==> src/core/ccs_pkg.sv <==
// Purpose: shared constants and carriers for the cpu clock switch control
// Assumes: byte-wide control registers written by one-cycle strobes
// Notes: frequencies are in kHz; counts derive from them in the top module
package ccs_pkg;
    // processor clock divider register fields
    localparam int unsigned DIV_LSB = 0;
    localparam int unsigned DIV_W = 3;
    localparam logic [2:0] DIV_RST = 3'h0;
    localparam logic [2:0] DIV_MAX = 3'h4;
    localparam logic [4:0] DIV_DLY_BASE = 5'h10;
    // main clock mode register fields
    localparam int unsigned MCM_SEL_BIT = 0;
    localparam int unsigned MCM_STS_BIT = 1;
    localparam int unsigned MCM_HSEN_BIT = 2;
    localparam logic MCM_SEL_RST = 1'b0;
    localparam logic MCM_HSEN_RST = 1'b0;
    localparam logic SRC_INT_HS = 1'b0;
    localparam logic SRC_HS_SYS = 1'b1;
    // main oscillator control register
    localparam int unsigned MOC_STOP_BIT = 7;
    localparam logic MOC_STOP_RST = 1'b1;
    // internal oscillation mode register
    localparam int unsigned RCM_STOP_BIT = 0;
    localparam int unsigned RCM_RUN_BIT = 7;
    localparam logic RCM_STOP_RST = 1'b0;
    // default oscillator rates
    localparam int unsigned INT_HS_FREQ_KHZ = 1000;
    localparam int unsigned HS_SYS_FREQ_KHZ = 4000;
    localparam int unsigned MSW_CNT_W = 16;

    typedef struct packed {
        logic wr;
        logic [7:0] data;
    } ccs_wr_t;

    typedef struct packed {
        logic wdt;
        logic tmr8_h0;
        logic tmr8_h1;
        logic evt_cnt;
        logic serial;
    } ccs_periph_en_t;

    typedef struct packed {
        logic tmr8_h0_use_t8out;
        logic tmr8_h1_use_lowspd;
        logic evt_cnt_use_pin;
        logic serial_use_t8out;
    } ccs_periph_sel_t;
endpackage : ccs_pkg

==> src/core/ccs_clock_switch.sv <==
// Purpose: cpu clock divider and main system clock source switch
// Assumes: oscillator activity arrives as one-cycle ticks on clk_sys_i
// Notes: clocks are delivered as enables, so every switch is whole-tick clean
//
// Functional notes
// cpu clock is main clock divided by field
// old divider kept running until delay elapses
// delay 16/8/4/2/1 cpu clocks by old setting
// main source chosen by select bit zero
// old main source kept during switchover delay
// status bit one shows source in use
// switch takes one plus twice ratio old clocks
// ratio count truncated to an integer
// software enables high-speed source before selecting it
// high-speed enable changes only once per reset
// stop internal oscillator only when status is one
// stop external main clock only when status zero
// peripheral source clocks limited to listed choices
// external main clock stop flag at bit seven
// internal oscillator stop bit zero, status bit seven
// select zero internal, one high-speed, reset internal
// switching never makes a short cpu clock pulse
`timescale 1ns/1ns
module ccs_clock_switch
    import ccs_pkg::*;
#(
    parameter int unsigned INT_HS_KHZ = INT_HS_FREQ_KHZ,
    parameter int unsigned HS_SYS_KHZ = HS_SYS_FREQ_KHZ
) (
    input wire logic clk_sys_i,
    input wire logic rst_n_i,
    input wire ccs_wr_t cpu_clock_divider_register_i,
    input wire ccs_wr_t main_clock_mode_register_i,
    input wire ccs_wr_t main_osc_control_register_i,
    input wire ccs_wr_t int_osc_mode_register_i,
    input wire logic int_hs_tick_i,
    input wire logic hs_sys_tick_i,
    input wire logic low_speed_osc_tick_i,
    input wire logic tmr8_out_tick_i,
    input wire logic event_counter_input_pin_i,
    input wire ccs_periph_sel_t periph_sel_i,
    output logic [7:0] cpu_clock_divider_register_o,
    output logic [7:0] main_clock_mode_register_o,
    output logic [7:0] main_osc_control_register_o,
    output logic [7:0] int_osc_mode_register_o,
    output logic cpu_clk_en_o,
    output logic peripheral_clk_o,
    output logic int_hs_osc_stop_o,
    output logic ext_main_osc_stop_o,
    output ccs_periph_en_t periph_clk_en_o
);
    // switch delays in old main clocks, integer division drops the fraction
    localparam int unsigned TO_HS_CYC = 1 + (2 * INT_HS_KHZ) / HS_SYS_KHZ;
    localparam int unsigned TO_INT_CYC = 1 + (2 * HS_SYS_KHZ) / INT_HS_KHZ;
    localparam logic [MSW_CNT_W-1:0] TO_HS_CNT = MSW_CNT_W'(TO_HS_CYC);
    localparam logic [MSW_CNT_W-1:0] TO_INT_CNT = MSW_CNT_W'(TO_INT_CYC);

    typedef struct packed {
        logic [DIV_W-1:0] div_act;
        logic [DIV_W-1:0] div_reg;
        logic [4:0] div_dly;
        logic [3:0] pre_cnt;
        logic sel;
        logic sts;
        logic [MSW_CNT_W-1:0] msw_cnt;
        logic hs_en;
        logic hs_en_locked;
        logic int_stop;
        logic ext_stop;
        logic cpu_en;
        logic main_en;
        ccs_periph_en_t per_en;
    } ccs_state_t;

    ccs_state_t state_q;
    ccs_state_t state_d;

    // cpu clocks to wait, from the setting in force before the write
    function automatic logic [4:0] div_delay(input logic [DIV_W-1:0] sel);
        div_delay = DIV_DLY_BASE >> sel;
    endfunction : div_delay

    // main clock ticks per cpu clock minus one
    function automatic logic [3:0] div_last(input logic [DIV_W-1:0] sel);
        logic [4:0] span;
        span = 5'h01 << sel;
        div_last = 4'(span - 5'h01);
    endfunction : div_last

    // two-way source choice used by each peripheral except the watchdog
    function automatic logic pick(input logic alt, input logic a, input logic b);
        pick = alt ? b : a;
    endfunction : pick

    logic main_tick;
    logic cpu_tick;
    logic int_run;

    always_comb begin
        int_run = ~state_q.int_stop;
        // ticks of the source in force; a stopped source gives none
        if (state_q.sts == SRC_HS_SYS) begin
            main_tick = hs_sys_tick_i & ~state_q.ext_stop;
        end else begin
            main_tick = int_hs_tick_i & int_run;
        end
        cpu_tick = main_tick && (state_q.pre_cnt == div_last(state_q.div_act));
    end

    always_comb begin
        state_d = state_q;
        state_d.main_en = main_tick;
        state_d.cpu_en = cpu_tick;

        // prescaler runs on the main clock with the active ratio
        if (main_tick) begin
            if (cpu_tick) begin
                state_d.pre_cnt = 4'h0;
            end else begin
                state_d.pre_cnt = state_q.pre_cnt + 4'h1;
            end
        end

        // divider change waits on old cpu clocks
        if (state_q.div_dly != 5'h00 && cpu_tick) begin
            state_d.div_dly = state_q.div_dly - 5'h01;
            if (state_q.div_dly == 5'h01) begin
                state_d.div_act = state_q.div_reg;
                state_d.pre_cnt = 4'h0;
            end
        end
        if (cpu_clock_divider_register_i.wr) begin
            // codes above the largest ratio are not accepted
            if (cpu_clock_divider_register_i.data[DIV_LSB +: DIV_W] <= DIV_MAX) begin
                state_d.div_reg = cpu_clock_divider_register_i.data[DIV_LSB +: DIV_W];
                state_d.div_dly = div_delay(state_q.div_act);
            end
        end

        // main source switch counts old main clocks
        if (state_q.msw_cnt != '0 && main_tick) begin
            state_d.msw_cnt = state_q.msw_cnt - MSW_CNT_W'(1);
            if (state_q.msw_cnt == MSW_CNT_W'(1)) begin
                state_d.sts = state_q.sel;
                state_d.pre_cnt = 4'h0;
            end
        end
        if (main_clock_mode_register_i.wr) begin
            state_d.sel = main_clock_mode_register_i.data[MCM_SEL_BIT];
            if (main_clock_mode_register_i.data[MCM_SEL_BIT] == state_q.sts) begin
                state_d.msw_cnt = '0;
            end else if (state_q.sts == SRC_INT_HS) begin
                state_d.msw_cnt = TO_HS_CNT;
            end else begin
                state_d.msw_cnt = TO_INT_CNT;
            end
            // high-speed enable may change once, then it is frozen
            if (!state_q.hs_en_locked
                && main_clock_mode_register_i.data[MCM_HSEN_BIT] != state_q.hs_en) begin
                state_d.hs_en = main_clock_mode_register_i.data[MCM_HSEN_BIT];
                state_d.hs_en_locked = 1'b1;
            end
        end

        if (main_osc_control_register_i.wr) begin
            state_d.ext_stop = main_osc_control_register_i.data[MOC_STOP_BIT];
        end
        if (int_osc_mode_register_i.wr) begin
            state_d.int_stop = int_osc_mode_register_i.data[RCM_STOP_BIT];
        end

        // peripheral sources follow the fixed choice table
        state_d.per_en.wdt = low_speed_osc_tick_i;
        state_d.per_en.tmr8_h1 = pick(periph_sel_i.tmr8_h1_use_lowspd,
                                      main_tick, low_speed_osc_tick_i);
        state_d.per_en.tmr8_h0 = pick(periph_sel_i.tmr8_h0_use_t8out,
                                      main_tick, tmr8_out_tick_i);
        state_d.per_en.serial = pick(periph_sel_i.serial_use_t8out,
                                     main_tick, tmr8_out_tick_i);
        state_d.per_en.evt_cnt = pick(periph_sel_i.evt_cnt_use_pin,
                                      main_tick, event_counter_input_pin_i);
    end

    always_ff @(posedge clk_sys_i) begin
        if (!rst_n_i) begin
            state_q.div_act <= DIV_RST;
            state_q.div_reg <= DIV_RST;
            state_q.div_dly <= 5'h00;
            state_q.pre_cnt <= 4'h0;
            state_q.sel <= MCM_SEL_RST;
            state_q.sts <= SRC_INT_HS;
            state_q.msw_cnt <= '0;
            state_q.hs_en <= MCM_HSEN_RST;
            state_q.hs_en_locked <= 1'b0;
            state_q.int_stop <= RCM_STOP_RST;
            state_q.ext_stop <= MOC_STOP_RST;
            state_q.cpu_en <= 1'b0;
            state_q.main_en <= 1'b0;
            state_q.per_en <= '0;
        end else begin
            state_q <= state_d;
        end
    end

    always_comb begin
        cpu_clock_divider_register_o = 8'h00;
        cpu_clock_divider_register_o[DIV_LSB +: DIV_W] = state_q.div_reg;
        main_clock_mode_register_o = 8'h00;
        main_clock_mode_register_o[MCM_SEL_BIT] = state_q.sel;
        main_clock_mode_register_o[MCM_STS_BIT] = state_q.sts;
        main_clock_mode_register_o[MCM_HSEN_BIT] = state_q.hs_en;
        main_osc_control_register_o = 8'h00;
        main_osc_control_register_o[MOC_STOP_BIT] = state_q.ext_stop;
        int_osc_mode_register_o = 8'h00;
        int_osc_mode_register_o[RCM_STOP_BIT] = state_q.int_stop;
        int_osc_mode_register_o[RCM_RUN_BIT] = ~state_q.int_stop;
    end

    assign cpu_clk_en_o = state_q.cpu_en;
    assign peripheral_clk_o = state_q.main_en;
    assign int_hs_osc_stop_o = state_q.int_stop;
    assign ext_main_osc_stop_o = state_q.ext_stop;
    assign periph_clk_en_o = state_q.per_en;
endmodule : ccs_clock_switch

==> config.mk <==
export PLATFORM = sky130hd
export DESIGN_NAME = ccs_clock_switch
export DESIGN_NICKNAME = d
export VERILOG_FILES = /design/src/core/ccs_pkg.sv /design/src/core/ccs_clock_switch.sv
export SDC_FILE = /design/constraint.sdc
export NUM_CORES = 1
export LEC_CHECK = 0
export BUFFER_PORTS_ARGS = -buffer_cell sky130_fd_sc_hd__buf_2
export CAP_MARGIN = 40
export CELL_PAD_IN_SITES_DETAIL_PLACEMENT = 2
export CELL_PAD_IN_SITES_GLOBAL_PLACEMENT = 2
export CORE_AREA = 2 2 97 99
export DETAILED_ROUTE_END_ITERATION = 8
export DIE_AREA = 0 0 99 101
export PLACE_DENSITY = 0.75
export SYNTH_ARGS = -nofsm -noshare
export SYNTH_HDL_FRONTEND = slang
export SYNTH_SLANG_ARGS = --single-unit
==> constraint.sdc <==
create_clock -name clk_sys_i -period 2.2 [get_ports clk_sys_i]
set_input_delay 0.11 -clock clk_sys_i [delete_from_list [all_inputs] [get_ports clk_sys_i]]
set_output_delay 0.11 -clock clk_sys_i [all_outputs]
set_load 0.1 [all_outputs]
==> key figures, run 1 <==
Run status
  – Outcome: finished clean

Critical path
  – Worst Path Required: 2.45 ns
  – Critical Path Source Type: flop
  – Max FO, Critical Path: 10
  – Critical Path AT: 2.25 ns
  – Critical Path Sink Type: flop
  – Crit path kind: reg2reg

Logic synthesis
  – Synth Register Bits: 44
  – Synth Warn #: 0
  – Distinct cells, synth: 46
  – Asr flop ratio synth: 0%
  – Top-count cell post-synth: dfxtp_1
  – Post-synth top area cell: dfxtp_1
  – Most used DFF post-synth: dfxtp_1
  – Post-synthesis instance area: 2379 um2
  – Most frequent cells after synthesis: dfxtp_1 (44), nor2_1 (43), buf_4 (37)
  – Synth area leaders: dfxtp_1 (37%), buf_4 (12%), nor2_1 (6.8%), nand2_1 (4.3%), a21oi_1 (4.2%)
  – Syn Inst Count: 288
  – Sequential share of the synthesized area: 37.03%
  – EDFF count, synth: 0
  – Mean Syn Cell Area: 8.259 um2
  – Synth top area share: 37.03%

Timing
  – Fin. Hold Viols: 0
  – Max-slew headroom: 62.45%
  – Unrepaired setup endpoints after global routing: no
  – Final slew viol count: 0
  – Final setup fails: 0
  – Minimum clock period: 2.000 ns
  – Final clock skew: 0.008269 ns
  – Setup ws final: 0.1996 ns
  – Final setup TNS: 0 ns
  – Hold slack: 0.01834 ns
  – Tcrit/Tclk final: 90.93%
  – Actual slew at the worst max-slew pin: 0.5619 ns
  – Maximum clock frequency: 499.9 MHz

GRT
  – Via count of the first global-routing pass: 2044
  – Total gr overflow: 0
  – GR Util All Layers: 12.26%
  – Initial antenna violation count: 0
  – Largest net degree at the start of global routing: 16
  – Global-route wire length before repair: 9804 um

Routing
  – Initial DRC Count: 49
  – Drt drc: 0
  – Wire per inst: 14.04 um
  – Vias per inst: 4.572
  – Vias post-DR: 1957
  – Routed wire length: 6009 um
  – Routed Antenna Nets: 0
  – Drt pass-1 iters: 4

Pwr
  – Lkg Pwr: 0.001148 uW
  – Reg power frac: 39.9%
  – P_int: 1337 uW
  – Power per cell area: 833.8 nW/um2
  – Combinational fraction of design power: 30.2%
  – Clock power frac: 29.9%
  – NetSw: 858.4 uW
  – Switching part of the total power: 39.11%
  – Peak supply drop: 0.0002869 V

Clock network
  – Post-CTS setup buffer count: 0
  – TritonCTS clock tree: yes
  – Cts bufs inserted: 5
  – # clock sinks: 44
  – CTS clk-pin slew, worst paths: 0.09 ns
  – Htree depth: 2
  – Root cell of the clock tree: clkbuf_8
  – CTS Buffer Depth: 2
  – Clock latency on the worst-skew pair: 0.31 ns

Floorplanning
  – Io pins: 88
  – Initial Util: 26.49%
  – Die ar.: 9999 um2
  – FP Rows: 35
  – Die Height: 101 um
  – Core ar.: 8977 um2
  – Die W: 99 um

Placed design
  – Post-Place Setup Slack: 0.1131 ns
  – GPL Wtd Cong: 0.7674
  – DP Wirelength: 4545 um
  – Placed cells: 420
  – Dpl cell area: 2511 um2
  – Port buffer count: 39

Final layout
  – Layout cells sized above 1: 19.24%
  – Area Overhead vs Synth: 10.68%
  – Fin area: 2633 um2
  – Net count, final: 369
  – ANT cells: 0
  – Non-filler cells, final: 428

Flow run
  – Number of max-cap violations: 0

Worst hold path
  – Worst Hold Class: in2reg
==> critical path: stages, from the launching register on <==
cell and delay [ns]:
dfxtp_1 0.55, and4bb_1 0.26, nor3_1 0.38, a211oi_2 0.12, a21boi_2 0.20, mux2_1 0.32, o21ai_1 0.12
==> placed cells by master (no fill, tap or decap), drive strengths merged, types with 2 or more instances in the layout <==
cell and instances:
a21oi 21, clkbuf 5, a211oi 3, clkinv 2, and2 3, xor2 8
ha 6, nand2 28, nor4 3, o31ai 2, nor4b 3, nand3 6
buf 44, mux2i 8, inv 9, nand3b 5, nor3 10, or3 3
dfxtp 44, conb 23, o21ai 11, and3 2, xnor2 7, nor2 43
nor2b 3
==> metrics by stage <==
stage,power (uW),util [%]
2_1_floorplan,1480,-
3_3_place_gp,1539,27.97
3_5_place_dp,1557,27.97
4_1_cts,2218,29.27
5_1_grt,2302,29.32
6_report,2195,29.32
==> per-layer routing <==
metal  wire, um  share of wire, %  global-route usage (%)  vias to the layer above
met5          0                 0                       0                        -
met4         74               1.2                   3.477                        0
li1           -                 -                       -                      965
met3        153               2.5                   2.635                        8
met2       3250                54                   23.13                       22
met1       2531                42                   13.82                      962
==> cells by family (layout without fill, tap and decap cells) <==
| logic type | after synthesis | after routing | share of synthesized area (%) |
|---|---|---|---|
| other cells | 1 | 23 | 0.1577 |
| compound gates | 44 | 44 | 11.05 |
| buf+inv | 54 | 61 | 15.04 |
| mux | 9 | 9 | 3.840 |
| flops | 44 | 44 | 37.03 |
| simple gates | 115 | 115 | 24.20 |
| fa+ha+maj | 6 | 6 | 3.156 |
| xor+xnor | 15 | 15 | 5.524 |
==> state kept, by name (all words and copies together), names as in the netlist <==
register,count
cpu_clk_en_o,1
peripheral_clk_o,1
state_q,29
int_hs_osc_stop_o,1
ext_main_osc_stop_o,1
main_clock_mode_register_o,3
cpu_clock_divider_register_o,3
periph_clk_en_o,5
==> timing repair <==
| item | in CTS | in global routing |
|---|---|---|
| hold buffers | 0 | 0 |
| setup endpoints to repair | 0 | 2 |
| gates resized for setup | 0 | 1 |
| endpoints found under the hold margin | 0 | 0 |
==> layout make-up <==
cell class,count,area [um2]
Fill cell,1028,6345
Multi-Input combinational cell,212,1227
Sequential cell,44,883.3
Timing Repair Buffer,44,232.7
Tap cell,111,138.9
Clock buffer,5,68.82
Clock inverter,3,47.55
Inverter,9,33.78
==> power by group through the flow <==
stage | Sequential [uW] | Clock [uW] | Combinational (uW)
2_1_floorplan | 917 | 0 | 563
3_3_place_gp | 893 | 0 | 646
3_5_place_dp | 895 | 0 | 662
4_1_cts | 878 | 671 | 669
5_1_grt | 885 | 700 | 718
6_report | 877 | 656 | 662
==> final timing paths <==
path,startpoint,endpoint,slack [ns],cells after the start
min reg2reg,state_q[15]$_SDFFE_PN0P_,state_q[15]$_SDFFE_PN0P_,0.48,2
max reg2reg,state_q[43]$_SDFFE_PN0P_,state_q[34]$_SDFF_PN0_,0.20,6
max,state_q[43]$_SDFFE_PN0P_,state_q[34]$_SDFF_PN0_,0.20,6
min,main_osc_control_register_i[7],ext_main_osc_stop_o$_SDFFE_PN1P_,0.02,3
No activity file was read; power rests on OpenSTA's default activity.
==> run 2, diff against run 1 <==
MAX_ROUTING_LAYER = met4   (was unset)
==> run 2 against run 1 <==
  * Via count hardly changed
  * Hold slack barely moved
  * Wire length about the same
  * Clock power hardly changed
  * Final cell count unchanged
  * Sequential share of layout area is the same
  * Total power about the same
  * Setup slack worse by 0.0097 ns
  * Largest power group unchanged
  * Clock skew down 0.00072 ns
  * Largest cell class unchanged
  * Sequential cell count did not move
  * Design area is the same
  * Critical path depth did not move
==> key figures, run 2 (synthesis gave the netlist of run 1 again) <==
Clock network
  – TritonCTS clock tree: yes
  – # clock sinks: 44
  – Post-CTS setup buffer count: 0
  – Root cell of the clock tree: clkbuf_8
  – Clock latency on the worst-skew pair: 0.31 ns
  – Htree depth: 2
  – CTS Buffer Depth: 2
  – Cts bufs inserted: 5
  – CTS clk-pin slew, worst paths: 0.09 ns
  – Cells resized by post-CTS repair: 0
  – Post-CTS Hold Buffers: 0

Run status
  – Outcome: finished clean

Routing
  – Drt drc: 0
  – Routed Antenna Nets: 0
  – Vias per inst: 4.570
  – Initial DRC Count: 73
  – Wire per inst: 14.04 um
  – Vias post-DR: 1956
  – Drt pass-1 iters: 4
  – Routed wire length: 6008 um

Pwr
  – Clock power frac: 29.8%
  – P_int: 1337 uW
  – Overall Power: 2193 uW
  – NetSw: 856.8 uW
  – Switching part of the total power: 39.06%
  – Power per cell area: 833.2 nW/um2
  – Reg power frac: 40.0%
  – Combinational fraction of design power: 30.2%
  – Lkg Pwr: 0.001148 uW
  – Peak supply drop: 0.0002861 V

Final layout
  – Largest reg by FF count: state_q
  – Fillers: 1028
  – Area Overhead vs Synth: 10.68%
  – ANT cells: 0
  – Max reg flops: 29
  – Commonest non-fill, non-tap cell in the layout: nor2_1
  – Commonest non-fill, non-tap cells in the layout: nor2_1 (43), dfxtp_1 (42), buf_2 (39), nand2_1 (27), conb_1 (23)
  – Net count, final: 369
  – Layout cells sized above 1: 19.24%
  – Fin util: 29.32%
  – Non-filler cells, final: 428

Timing
  – Final setup TNS: 0 ns
  – Fin. Hold Viols: 0
  – Tcrit/Tclk final: 91.37%
  – Final clock skew: 0.007548 ns
  – Maximum clock frequency: 497.5 MHz
  – Actual slew at the worst max-slew pin: 0.5568 ns
  – Minimum clock period: 2.010 ns
  – Setup ws final: 0.1898 ns
  – Unrepaired setup endpoints after global routing: no
  – Final setup fails: 0
  – Max-slew headroom: 62.79%
  – Final slew viol count: 0

Floorplanning
  – Io pins: 88
  – FP Rows: 35
  – Die Height: 101 um
  – Initial Util: 26.49%
  – Core ar.: 8977 um2
  – Die W: 99 um
  – Die ar.: 9999 um2

Critical path
  – Crit path kind: reg2reg
  – Critical Path Source Type: flop
  – Critical Path Sink Type: flop
  – Max FO, Critical Path: 10
  – Critical Path AT: 2.23 ns
  – Worst Path Required: 2.42 ns

Flow run
  – Number of max-cap violations: 0

GRT
  – Global-route wire length before repair: 9825 um
  – GR Util All Layers: 12.69%
  – Via count of the first global-routing pass: 2035
  – Initial antenna violation count: 0
  – Largest net degree at the start of global routing: 16
  – Total gr overflow: 0

Placed design
  – GPL Wtd Cong: 0.7776
  – Placed cells: 420
  – Post-Place Setup Slack: 0.1131 ns
  – DP Wirelength: 4545 um
  – Port buffer count: 39

Worst hold path
  – Worst Hold Class: in2reg
run 2: cell counts in the layout (fill, tap and decap cells not counted):
Identical to the previous run, type by type.
run 2: per-stage QoR:
step           hold WS, ns  area (um2)
5_1_grt            0.02492        2633
6_report           0.01860        2633
3_3_place_gp        0.3261        2511
3_5_place_dp        0.3387        2511
4_1_cts            0.01883        2628
2_1_floorplan       0.2317        2464
run 2: cell type report:
cell class	count	area, um2	share of cell area (%)
flip-flops and latches	44	883.3	33.56
inverters	9	33.78	1.283
clock inverters	3	47.55	1.806
repair buffers	44	232.7	8.840
multi-input cells	212	1227	46.63
clock buffers	5	68.82	2.614
well taps	111	138.9	5.276
run 2: power by group through the flow:
stage               Combinational (uW)  Clock [uW]  Sequential, uW
floorplan                          563           0             917
global placement                   646           0             893
detailed placement                 662           0             895
CTS                                669         671             878
global route                       718         705             885
finish                             663         654             876
run 2: path summary, 6_finish.rpt:
kind	from	to	slack, ns	cells after the start
setup / recovery	state_q[42]$_SDFFE_PN0P_	state_q[36]$_SDFF_PN0_	0.19	6
hold / removal	main_osc_control_register_i[7]	ext_main_osc_stop_o$_SDFFE_PN1P_	0.02	3
setup reg to reg	state_q[42]$_SDFFE_PN0P_	state_q[36]$_SDFF_PN0_	0.19	6
hold reg to reg	state_q[15]$_SDFFE_PN0P_	state_q[15]$_SDFFE_PN0P_	0.48	2
run 2: per-layer routing:
metal	GRT usage, %	up-vias	wire, um	share of wire, %
met4	3.477	0	81	1.3
met5	-	-	0	0
met1	13.86	964	2497	42
met3	2.843	8	154	2.6
li1	-	964	-	-
met2	23.18	20	3275	55
run 2: critical path, cell delays in order, from the launching register on:
cell and delay [ns]:
dfxtp_1 0.54, and2_1 0.18, o21ai_0 0.15, a21oi_2 0.21, nand2_2 0.12, or4_1 0.48
a311oi_1 0.24
==> run 3, diff against run 2 <==
==> constraint.sdc (replaced) <==
create_clock -name clk_sys_i -period 2.2 [get_ports clk_sys_i]
set_input_delay 0.22 -clock clk_sys_i [delete_from_list [all_inputs] [get_ports clk_sys_i]]
set_output_delay 0.22 -clock clk_sys_i [all_outputs]
set_load 0.1 [all_outputs]
==> run 3 against run 2 <==
  * Via count up 0.77%
  * Final cell count unchanged
  * Sequential cell count unchanged
  * Critical endpoint is now state_q[34]$_SDFF_PN0_
  * Maximum frequency down 1.1%
  * Global-route usage about the same
  * Sequential power about the same
  * Die area unchanged
  * Clock skew down 0.0019 ns
  * Sequential share of layout area up 0.14 points
  * Wire length down 0.87%
  * Design area down 0.28%
==> key figures, run 3 (synthesis gave the netlist of run 1 again) <==
Routing
  – Wire per inst: 13.92 um
  – Routed wire length: 5956 um
  – Vias post-DR: 1971
  – Initial DRC Count: 53
  – Routed Antenna Nets: 0
  – Drt pass-1 iters: 4
  – Drt drc: 0
  – Vias per inst: 4.605

Clock network
  – Post-CTS setup buffer count: 0
  – CTS Buffer Depth: 2
  – Cts bufs inserted: 5
  – Post-CTS Hold Buffers: 0
  – TritonCTS clock tree: yes
  – Htree depth: 2
  – CTS clk-pin slew, worst paths: 0.09 ns
  – # clock sinks: 44
  – Root cell of the clock tree: clkbuf_8
  – Clock latency on the worst-skew pair: 0.30 ns

Critical path
  – Crit path kind: reg2reg
  – Critical Path AT: 2.27 ns
  – Max FO, Critical Path: 10
  – Critical Path Source Type: flop
  – Worst Path Required: 2.44 ns
  – Critical Path Sink Type: flop

Final layout
  – Layout cells sized above 1: 19.24%
  – Commonest non-fill, non-tap cell in the layout: nor2_1
  – ANT cells: 0
  – Max reg flops: 29
  – Commonest non-fill, non-tap cells in the layout: nor2_1 (43), dfxtp_1 (41), buf_2 (39), nand2_1 (27), conb_1 (23)
  – Area Overhead vs Synth: 10.36%
  – Net count, final: 369
  – Fin util: 29.24%
  – Largest reg by FF count: state_q

Pwr
  – P_int: 1332 uW
  – Clock power frac: 29.2%
  – Combinational fraction of design power: 30.4%
  – Overall Power: 2167 uW
  – Lkg Pwr: 0.001145 uW
  – NetSw: 834.8 uW
  – Switching part of the total power: 38.53%
  – Reg power frac: 40.4%
  – Power per cell area: 825.3 nW/um2
  – Peak supply drop: 0.0002906 V

Placed design
  – GPL Wtd Cong: 0.7831
  – Port buffer count: 39
  – DP Wirelength: 4492 um

Floorplanning
  – Die ar.: 9999 um2
  – Io pins: 88
  – Core ar.: 8977 um2
  – Initial Util: 26.49%
  – FP Rows: 35
  – Die Height: 101 um
  – Die W: 99 um

Flow run
  – Number of max-cap violations: 0

GRT
  – Largest net degree at the start of global routing: 15
  – Global-route wire length before repair: 10070 um
  – Via count of the first global-routing pass: 2076
  – Initial antenna violation count: 0
  – Total gr overflow: 0
  – GR Util All Layers: 12.67%

Timing
  – Tcrit/Tclk final: 92.43%
  – Minimum clock period: 2.033 ns
  – Unrepaired setup endpoints after global routing: no
  – Final slew viol count: 0
  – Fin. Hold Viols: 0
  – Final setup TNS: 0 ns
  – Maximum clock frequency: 491.8 MHz
  – Final clock skew: 0.005644 ns
  – Final setup fails: 0

Worst hold path
  – Worst Hold Class: in2reg

Run status
  – Outcome: finished clean
## run 3: layout make-up
cell class                 instances  area, um2
tap                              111      138.9
sequential                        44      884.6
inverter                           9      33.78
clock buffer                       6      72.57
fill                            1038       6352
clock inverter                     2      35.03
multi-input combinational        212       1227
timing repair buffer              44      232.7
## run 3: timing repair
item | in CTS | in global routing
setup endpoints to repair | 1 | 2
pin swaps | 0 | 1
resized for setup | 1 | 2
## run 3: power groups by stage
stage	clock network (uW)	registers (uW)	logic, uW
detailed placement	0	895	662
finish	632	876	659
floorplan	0	917	563
CTS	651	877	666
global placement	0	893	647
global route	679	884	714
## run 3: path summary, 6_finish.rpt
kind	endpoint	start	slack, ns	cells past startpoint
setup / recovery	state_q[34]$_SDFF_PN0_	state_q[43]$_SDFFE_PN0P_	0.17	6
hold / removal	ext_main_osc_stop_o$_SDFFE_PN1P_	main_osc_control_register_i[7]	0.13	3
setup reg to reg	state_q[34]$_SDFF_PN0_	state_q[43]$_SDFFE_PN0P_	0.17	6
hold reg to reg	state_q[15]$_SDFFE_PN0P_	state_q[15]$_SDFFE_PN0P_	0.49	2
## run 3: metal layers
| layer | track usage, % | vias to the layer above | wire length [um] |
|---|---|---|---|
| li1 | - | 967 | - |
| met1 | 14.73 | 981 | 2598 |
| met2 | 22.92 | 20 | 3215 |
| met3 | 1.664 | 3 | 110 |
| met4 | 3.477 | 0 | 32 |
| met5 | - | - | 0 |
## run 3: worst max-delay path, stage by stage (launching register included)
cell	delay, ns
dfxtp_1	0.53
and4bb_1	0.26
nor3_1	0.40
a211oi_2	0.14
a21boi_2	0.20
mux2_1	0.33
o21ai_1	0.11
## run 3: metrics by stage
step	cells	setup WS [ns]	instance area, um2	hold WS (ns)
after floorplan	310	0.2799	2464	0.3417
after global placement	420	0.1641	2511	0.4395
after detailed placement	420	0.05515	2511	0.4482
after CTS	428	0.1082	2624	0.1338
after global routing	428	0.01283	2625	0.1686
final	428	0.1666	2625	0.1330
